[config.mk]
export PLATFORM = sky130hd
export DESIGN_NAME = peripheral_module_disable
export DESIGN_NICKNAME = d
export VERILOG_FILES = /design/src/verilog/pmd_pkg.sv /design/src/verilog/peripheral_module_disable.sv
export SDC_FILE = /design/constraint.sdc
export NUM_CORES = 1
export LEC_CHECK = 0
export BUFFER_PORTS_ARGS = -buffer_cell sky130_fd_sc_hd__buf_2
export CELL_PAD_IN_SITES_DETAIL_PLACEMENT = 1
export CELL_PAD_IN_SITES_GLOBAL_PLACEMENT = 2
export CORE_MARGIN = 4
export CORE_UTILIZATION = 15
export DETAILED_ROUTE_END_ITERATION = 10
export GPL_TIMING_DRIVEN = 0
export PLACE_DENSITY = 0.89
export SLEW_MARGIN = 25
export SYNTH_ARGS = -nofsm -noshare
export SYNTH_HDL_FRONTEND = slang
export SYNTH_SLANG_ARGS = --single-unit
export TNS_END_PERCENT = 100
[constraint.sdc]
create_clock -name aclk -period 3 [get_ports aclk]
set_input_delay 0.9 -clock aclk [delete_from_list [all_inputs] [get_ports aclk]]
set_output_delay 0.9 -clock aclk [all_outputs]
set_load 0.02 [all_outputs]
[src/verilog/pmd_pkg.sv]
// Purpose: Shared constants and carriers for the peripheral disable controller
// Assumes: 32-bit AXI4-Lite register bus, 200 MHz system clock
// Notes:   Register index kept as printed; byte address is four times the index

package pmd_pkg;

	// ----------------------------------------------------------------
	// Register map
	// ----------------------------------------------------------------
	localparam logic [15:0] IDX_CTRL0   = 16'h0796;
	localparam logic [15:0] IDX_STATUS  = 16'h0797;
	localparam logic [15:0] ADDR_CTRL0  = {IDX_CTRL0[13:0], 2'b00};
	localparam logic [15:0] ADDR_STATUS = {IDX_STATUS[13:0], 2'b00};
	localparam logic [7:0]  RST_CTRL0   = 8'h00;

	// ----------------------------------------------------------------
	// Control register 0 fields
	// ----------------------------------------------------------------
	localparam int BIT_SYSCLK = 7;
	localparam int BIT_VREF   = 6;
	localparam int BIT_MEM    = 2;
	localparam int BIT_REFCLK = 1;
	localparam int BIT_PINIRQ = 0;
	localparam logic [7:0] CTRL0_MASK = 8'hC7;

	// Peripheral slots on the gating ports
	localparam int NP        = 4;
	localparam int P_PINIRQ  = 0;
	localparam int P_REFCLK  = 1;
	localparam int P_MEM     = 2;
	localparam int P_VREF    = 3;

	// Status register fields
	localparam int ST_OFF_LSB   = 0;
	localparam int ST_CLK_STOP  = 4;
	localparam int ST_MEM_WAKE  = 8;

	// ----------------------------------------------------------------
	// Bus answers and timing
	// ----------------------------------------------------------------
	localparam logic [1:0] RESP_OKAY   = 2'h0;
	localparam logic [1:0] RESP_SLVERR = 2'h2;
	localparam int CLK_PERIOD_PS  = 5000;
	localparam int MEM_WAKE_NS    = 1000;
	localparam int MEM_WAKE_CYC   = (MEM_WAKE_NS * 1000) / CLK_PERIOD_PS;

	// ----------------------------------------------------------------
	// Carriers
	// ----------------------------------------------------------------
	typedef struct packed {
		logic [NP-1:0] hold_rst;
		logic [NP-1:0] out_en;
		logic          sysclk_en;
	} periph_ctl_t;

	typedef struct packed {
		logic [NP-1:0] wr;
		logic          mem_rd;
		logic          mem_wr;
	} access_t;

endpackage : pmd_pkg

[src/verilog/peripheral_module_disable.sv]
// Purpose: Per-peripheral disable, reset hold, output and register isolation
// Assumes: One clock, synchronous active-low reset, AXI4-Lite single beats
// Notes:   Memory wake time is shown in status, software waits on it

`timescale 1ns/1ps

// Functional notes
// - Reset clears every disable control.
// - Disabled peripheral held in reset.
// - Disabled peripheral registers ignore writes, read zero.
// - Disabled peripheral outputs forced inactive.
// - Clearing bit releases peripheral at power-on values.
// - Clock gate bit stops peripheral clock network.
// - Bit 7 gates clock network, resets 0.
// - Bit 2 blocks memory and controller access.
// - Bit 1 disables reference clock output.
// - Bit 0 disables pin-change interrupt logic.
module peripheral_module_disable
	import pmd_pkg::*;
#(
	parameter int ADDR_W = 16,
	parameter int WAKE_W = 8,
	parameter int WAKE_CYC = MEM_WAKE_CYC
)(
	// Clock and reset
	input  wire logic                 aclk,
	input  wire logic                 aresetn,
	// AXI4-Lite write channels
	input  wire logic [ADDR_W-1:0]    awaddr,
	input  wire logic                 awvalid,
	output logic                      awready,
	input  wire logic [31:0]          wdata,
	input  wire logic [3:0]           wstrb,
	input  wire logic                 wvalid,
	output logic                      wready,
	output logic [1:0]                bresp,
	output logic                      bvalid,
	input  wire logic                 bready,
	// AXI4-Lite read channels
	input  wire logic [ADDR_W-1:0]    araddr,
	input  wire logic                 arvalid,
	output logic                      arready,
	output logic [31:0]               rdata,
	output logic [1:0]                rresp,
	output logic                      rvalid,
	input  wire logic                 rready,
	// Peripheral control
	output periph_ctl_t               periph,
	// Register and memory access isolation
	input  wire access_t              acc_req,
	output access_t                   acc_out,
	input  wire logic [NP-1:0][7:0]   sfr_rdata_in,
	output logic [NP-1:0][7:0]        sfr_rdata_out,
	input  wire logic [7:0]           mem_rdata_in,
	output logic [7:0]                mem_rdata_out
);

	// ----------------------------------------------------------------
	// Helpers
	// ----------------------------------------------------------------

	// Control bits mapped to peripheral slots
	function automatic logic [NP-1:0] off_mask(input logic [7:0] c);
		off_mask = {c[BIT_VREF], c[BIT_MEM], c[BIT_REFCLK], c[BIT_PINIRQ]};
	endfunction : off_mask

	// Word address match within the bus width
	function automatic logic addr_hit(input logic [ADDR_W-1:0] a, input logic [15:0] target);
		addr_hit = (a[ADDR_W-1:2] == target[ADDR_W-1:2]);
	endfunction : addr_hit

	// ----------------------------------------------------------------
	// State
	// ----------------------------------------------------------------
	logic [7:0]        ctrl0;
	logic [WAKE_W-1:0] wake_cnt;
	logic              mem_waking;

	// ----------------------------------------------------------------
	// Write path
	// ----------------------------------------------------------------

	// Address and data taken together once the response slot is free
	logic wr_fire;
	logic wr_ctrl;
	logic wr_stat;
	assign awready = awvalid & wvalid & ~bvalid;
	assign wready  = awready;
	assign wr_fire = awready;
	assign wr_ctrl = addr_hit(awaddr, ADDR_CTRL0);
	assign wr_stat = addr_hit(awaddr, ADDR_STATUS);

	// Next control value, unimplemented bits dropped
	// reserved bits masked
	logic [7:0] next_ctrl0;
	assign next_ctrl0 = wdata[7:0] & CTRL0_MASK;

	// Control register, all modules on after reset
	always_ff @(posedge aclk)
	begin
		if (!aresetn)
			ctrl0 <= RST_CTRL0;
		else if (wr_fire && wr_ctrl && wstrb[0])
			ctrl0 <= next_ctrl0;
	end

	// Write response
	always_ff @(posedge aclk)
	begin
		if (!aresetn)
		begin
			bvalid <= 1'b0;
			bresp  <= RESP_OKAY;
		end
		else if (wr_fire)
		begin
			bvalid <= 1'b1;
			bresp  <= (wr_ctrl || wr_stat) ? RESP_OKAY : RESP_SLVERR;
		end
		else if (bready)
			bvalid <= 1'b0;
	end

	// ----------------------------------------------------------------
	// Read path
	// ----------------------------------------------------------------
	logic        rd_fire;
	logic        rd_ctrl;
	logic        rd_stat;
	logic [31:0] stat_word;
	logic [31:0] next_rdata;
	assign arready = ~rvalid;
	assign rd_fire = arvalid & arready;
	assign rd_ctrl = addr_hit(araddr, ADDR_CTRL0);
	assign rd_stat = addr_hit(araddr, ADDR_STATUS);

	// Status word reflects live gating state
	assign stat_word = (32'(periph.hold_rst) << ST_OFF_LSB)
		| (32'({~periph.sysclk_en}) << ST_CLK_STOP)
		| (32'(mem_waking) << ST_MEM_WAKE);
	assign next_rdata = rd_ctrl ? {24'h0, ctrl0} : (rd_stat ? stat_word : 32'h0);

	// Read answer, data held until taken
	always_ff @(posedge aclk)
	begin
		if (!aresetn)
		begin
			rvalid <= 1'b0;
			rdata  <= 32'h0;
			rresp  <= RESP_OKAY;
		end
		else if (rd_fire)
		begin
			rvalid <= 1'b1;
			rdata  <= next_rdata;
			rresp  <= (rd_ctrl || rd_stat) ? RESP_OKAY : RESP_SLVERR;
		end
		else if (rready)
			rvalid <= 1'b0;
	end

	// ----------------------------------------------------------------
	// Memory wake timer
	// ----------------------------------------------------------------

	// Counts the settle time after the memory module is re-enabled
	// wake window shown
	logic mem_off;
	logic mem_release;
	assign mem_off     = ctrl0[BIT_MEM];
	assign mem_release = wr_fire && wr_ctrl && wstrb[0] && mem_off && !next_ctrl0[BIT_MEM];
	assign mem_waking  = (wake_cnt != '0);

	always_ff @(posedge aclk)
	begin
		if (!aresetn)
			wake_cnt <= '0;
		else if (mem_release)
			wake_cnt <= WAKE_W'(WAKE_CYC);
		else if (mem_waking)
			wake_cnt <= wake_cnt - 1'b1;
	end

	// ----------------------------------------------------------------
	// Peripheral gating
	// ----------------------------------------------------------------

	// Reset hold and output gating straight from the control flops
	// vref slot bit 6
	assign periph.hold_rst  = off_mask(ctrl0);
	assign periph.out_en    = ~off_mask(ctrl0);
	assign periph.sysclk_en = ~ctrl0[BIT_SYSCLK];

	// Register isolation of disabled peripherals
	// writes dropped, reads zero
	assign acc_out.wr = acc_req.wr & ~periph.hold_rst;
	always_comb
	begin
		for (int i = 0; i < NP; i++)
			sfr_rdata_out[i] = periph.hold_rst[i] ? 8'h00 : sfr_rdata_in[i];
	end

	// Memory access blocking
	// memory accesses blocked
	assign acc_out.mem_rd = acc_req.mem_rd & ~mem_off;
	assign acc_out.mem_wr = acc_req.mem_wr & ~mem_off;
	assign mem_rdata_out  = mem_off ? 8'h00 : mem_rdata_in;

	// Write of control reaches the gates one edge later
	logic [7:0] last_wr;
	logic       last_wr_ok;
	always_ff @(posedge aclk)
	begin
		last_wr    <= next_ctrl0;
		last_wr_ok <= aresetn && wr_fire && wr_ctrl && wstrb[0];
	end
endmodule : peripheral_module_disable

# Word level (Yosys, flattened, before mapping)
# Index checks and enable logic that the tools add are counted.
# totals
register_bits,51
latchBits,0
ram_bits,0
rom_bits,0
inputBits,121
wordCells,54
memories,0
# classes
n_addsub,1
mul,0
div,0
order_cmp,0
eq_ne,4
n_shift,0
n_mux,15
bitwise,14
reduce_logical,12
# ops
op,n
$eq 14x11->1 const B,4
$mux 8,7
$mux 9,2
$or 5x9->9,1
$reduce_bool 8->1,1
$sub 8x1->8 const B,1
$reduce_bool 2->1,3
$and 1x1->1,5
$not 1->1,5
$or 4x5->5,1
$and 4x4->4,1
$logic_and 1x1->1,4
$mux 1,4
$mux 2,2
$not 4->4,1
$logic_or 1x1->1,2
$reduce_or 2->1,1
$logic_not 1->1,1

# Depth between registers and ports, before layout
# depth
depth_word,7
mapped_depth,6
mapped_depth_nobuf,6

# Worst setup path after synthesis
# No wires, ideal clock.
# synth_timing
path_type,input -> output
start,input awvalid
end,output wready
arrival_ns,1.580
path_slack_ns,0.520
path_stages,3
path_buffers,2
cell_sequence,and3b_1 clkbuf_1 buf_4
# synth_between
elab_chain_cells,2
# synth_rtl
element,line_no,rtl
start: declaration,peripheral_module_disable.sv:30,"input wire logic awvalid,"
$and 1x1->1 (2 in series),peripheral_module_disable.sv:87,assign awready = awvalid & wvalid & ~bvalid;
end: declaration,peripheral_module_disable.sv:35,"output logic wready,"
# No other way between the ends.

# Worst setup path after layout
# Ends and elaborated chain as after synthesis.

==> results.ini <==
[place]
dp.cells=530
place_congestion=0.7626
io_buffers=156
dpl.hpwl_mm=6.100

[synthesis]
ys.warnings.count=0
synth-seq-area-share=0.3005
synth_top_area_cell=dfxtp_1
synth_top_flop_cell=dfxtp_1
synth.cell_area_sq_um=1665
postSynth.asyncResetShare=0
synth_enable_flop_cells=0
avgSynthCellArea_sq_um=7.968
postSynthRegisterBits=25
netlist.area_leader.share=0.3005
ys_types=37
synth.area.top_cells=dfxtp_1 (30%), nor2b_1 (18%), buf_4 (14%)
synthesis.instances=209

[clock_tree]
clock-sinks=25
cts_tree=yes
clk_transition_reported_paths_ps=100
post-cts-setup-buffer-count=0
post_cts_hold_buffer_count=0
clkLatencyLatePin_ps=280
cts-buffers-inserted=3
cts_resized=0
clock_tree.htree_level_count=1
ctsLongestPathBuffers=2
ctsRootBufferMaster=clkbuf_8

[floorplan]
initial_utilization=0.1536
die-width_microns=113.4
placementRows=38
core-area_sq_um=10840
floorplan.die_area_sq_um=12850
io-pin-count=217
die_height_microns=113.4

[job]
max_cap_violations=0

[grt]
number_of_global_route_vias_before_repair=2145
largest_net_degree_at_the_start_of_global_routing=16
grt_usage=0.1017
overflow=0
antenna_found_initial=0
grt_first_pass_wirelength_mm=10.70

[worst_setup_path]
worst-endpoint-required_ps=2100
cp-end-kind=primary output
timing.critical_path.from=awvalid
critical_path_arrival_ps=1670
path_max_fanout=7
cp-start-kind=input port
r2r-start=bvalid
criticalPathCategory=input port to primary output

[timing]
finalCritPeriodShare=0.8571
timing.fmax_mhz=388.9
timing.clock.skew_ps=7.861
post-route-min-period_ps=2571
timing.max_slew.rel_slack=0.6264
final-setup-viol-count=0
finalHoldViolCount=0
rsz0062_at_grt=false
timing.final.max_slew_violations=0
setup-tns-final_ps=0
final.hold.worst_slack_ps=476.6
least_margin_pin_slew_ps=556.2

[worst_hold_path]
holdCritPathClass=flop to flop
min-delay-start=rresp[1]

[power]
clock_power_share=0.189
pwr_density_cell_nw_per_um2=410.1
power.share.sequential=0.369
power_report.internal_total_uw=706.4
final_power_uw=1133
leakage_uw=0.001439
netSwitchingFraction=0.3767
worst_ir_drop_vdd_mv=0.1568
power_frac_comb=0.441
power_spent_charging_and_discharging_nets_uw=427.0

[detailed_routing]
drc_errors=0
finalWirelength_mm=6.930
post_drt_via_cell_ratio=3.901
ant_nets=0
wl_per_cell_microns=12.98
detail_route.iter0.violations=70
vias=2083
drtPass1Iterations=3

[layout]
most_common_cell_after_layout_fill_and_taps_aside=buf_2
net_count_of_the_finished_layout=517
final_cell_count_without_fillers=534
drive_above_1_share=0.4975
filler_cell_count=1379
areaGrowthSynthToFinish_pct=65.97
insertedDiodeCount=0
layout_common_cells=buf_2 (156), nor2b_1 (48), buf_4 (31), conb_1 (26), dfxtp_1 (25)

[outcome]
status=complete, no violations

-- power groups by stage --
stage	logic, uW	registers [uW]	clock network (uW)
2_1_floorplan	357	420	0
3_3_place_gp	485	421	0
3_5_place_dp	506	424	0
4_1_cts	507	418	221
5_1_grt	553	425	230
6_report	500	419	215
-- Yosys cell counts, drive strengths merged, types with 2 or more instances --
cell / count
nor2b: 48
buf: 31
dfxtp: 25
nor2: 15
inv: 12
clkbuf: 10
a21oi: 7
nand3: 6
o21ai: 6
a32oi: 5
nor3: 5
a211oi: 4
xnor2: 4
a22oi: 3
or3: 3
a31oi: 2
and3b: 2
nand2: 2
nor4: 2
or4bb: 2
-- area by class of cell --
cell class | instances | area (sq um) | area share
Multi-Input combinational cell | 156 | 943.4 | 0.3413
Timing Repair Buffer | 156 | 780.7 | 0.2825
Sequential cell | 25 | 500.5 | 0.1811
Buffer | 41 | 270.3 | 0.09778
Tap cell | 140 | 175.2 | 0.06338
Inverter | 12 | 45.04 | 0.01630
Clock buffer | 3 | 41.29 | 0.01494
Clock inverter | 1 | 7.507 | 0.002716
-- metrics by stage --
stage | worst slack, ps | utilization | cell area, sq um
floorplan | 520.4 | - | 1759
global placement | 459.9 | 0.2505 | 2715
detailed placement | 417.8 | 0.2505 | 2715
CTS | 417.8 | 0.2550 | 2764
global route | 370.2 | 0.2550 | 2764
finish | 428.6 | 0.2550 | 2764
-- cells by family (layout without fill, tap and decap cells) --
family,after synthesis,count (layout),synth area share
other cells,1,26,0.002252
fa+ha+maj,1,1,0.007512
flops,25,25,0.3005
buf+inv,53,213,0.1893
compound gates,28,28,0.1097
mux,1,1,0.006011
xor+xnor,4,4,0.02103
simple gates,96,96,0.3637
-- critical path, cell delays in order --
cell and delay, ps:
buf_2 70, and3b_1 150, clkbuf_1 240, buf_4 160, buf_2 150
-- registers in the layout, summed over array words and instances, names as in the netlist --
name / count
rdata: 8
bvalid: 1
bresp: 1
wake_cnt: 8
rvalid: 1
rresp: 1
ctrl0: 5
-- final timing paths --
| path | endpoint | slack [ps] | cells after the start |
|---|---|---|---|
| setup / recovery | wready | 430 | 5 |
| setup reg to reg | wake_cnt[5] | 1220 | 6 |
| hold reg to reg | rresp[1] | 480 | 2 |
| hold / removal | rresp[1] | 480 | 2 |
-- routing by layer --
layer,part of all wire,up-vias,wire length [microns],track usage
met4,0.0091,0,63,0.01442
met3,0.11,6,736,0.03690
met5,0,-,0,0
met1,0.34,969,2366,0.09664
li1,-,1008,-,-
met2,0.54,100,3763,0.2089
No activity file was read; power rests on OpenSTA's default activity.
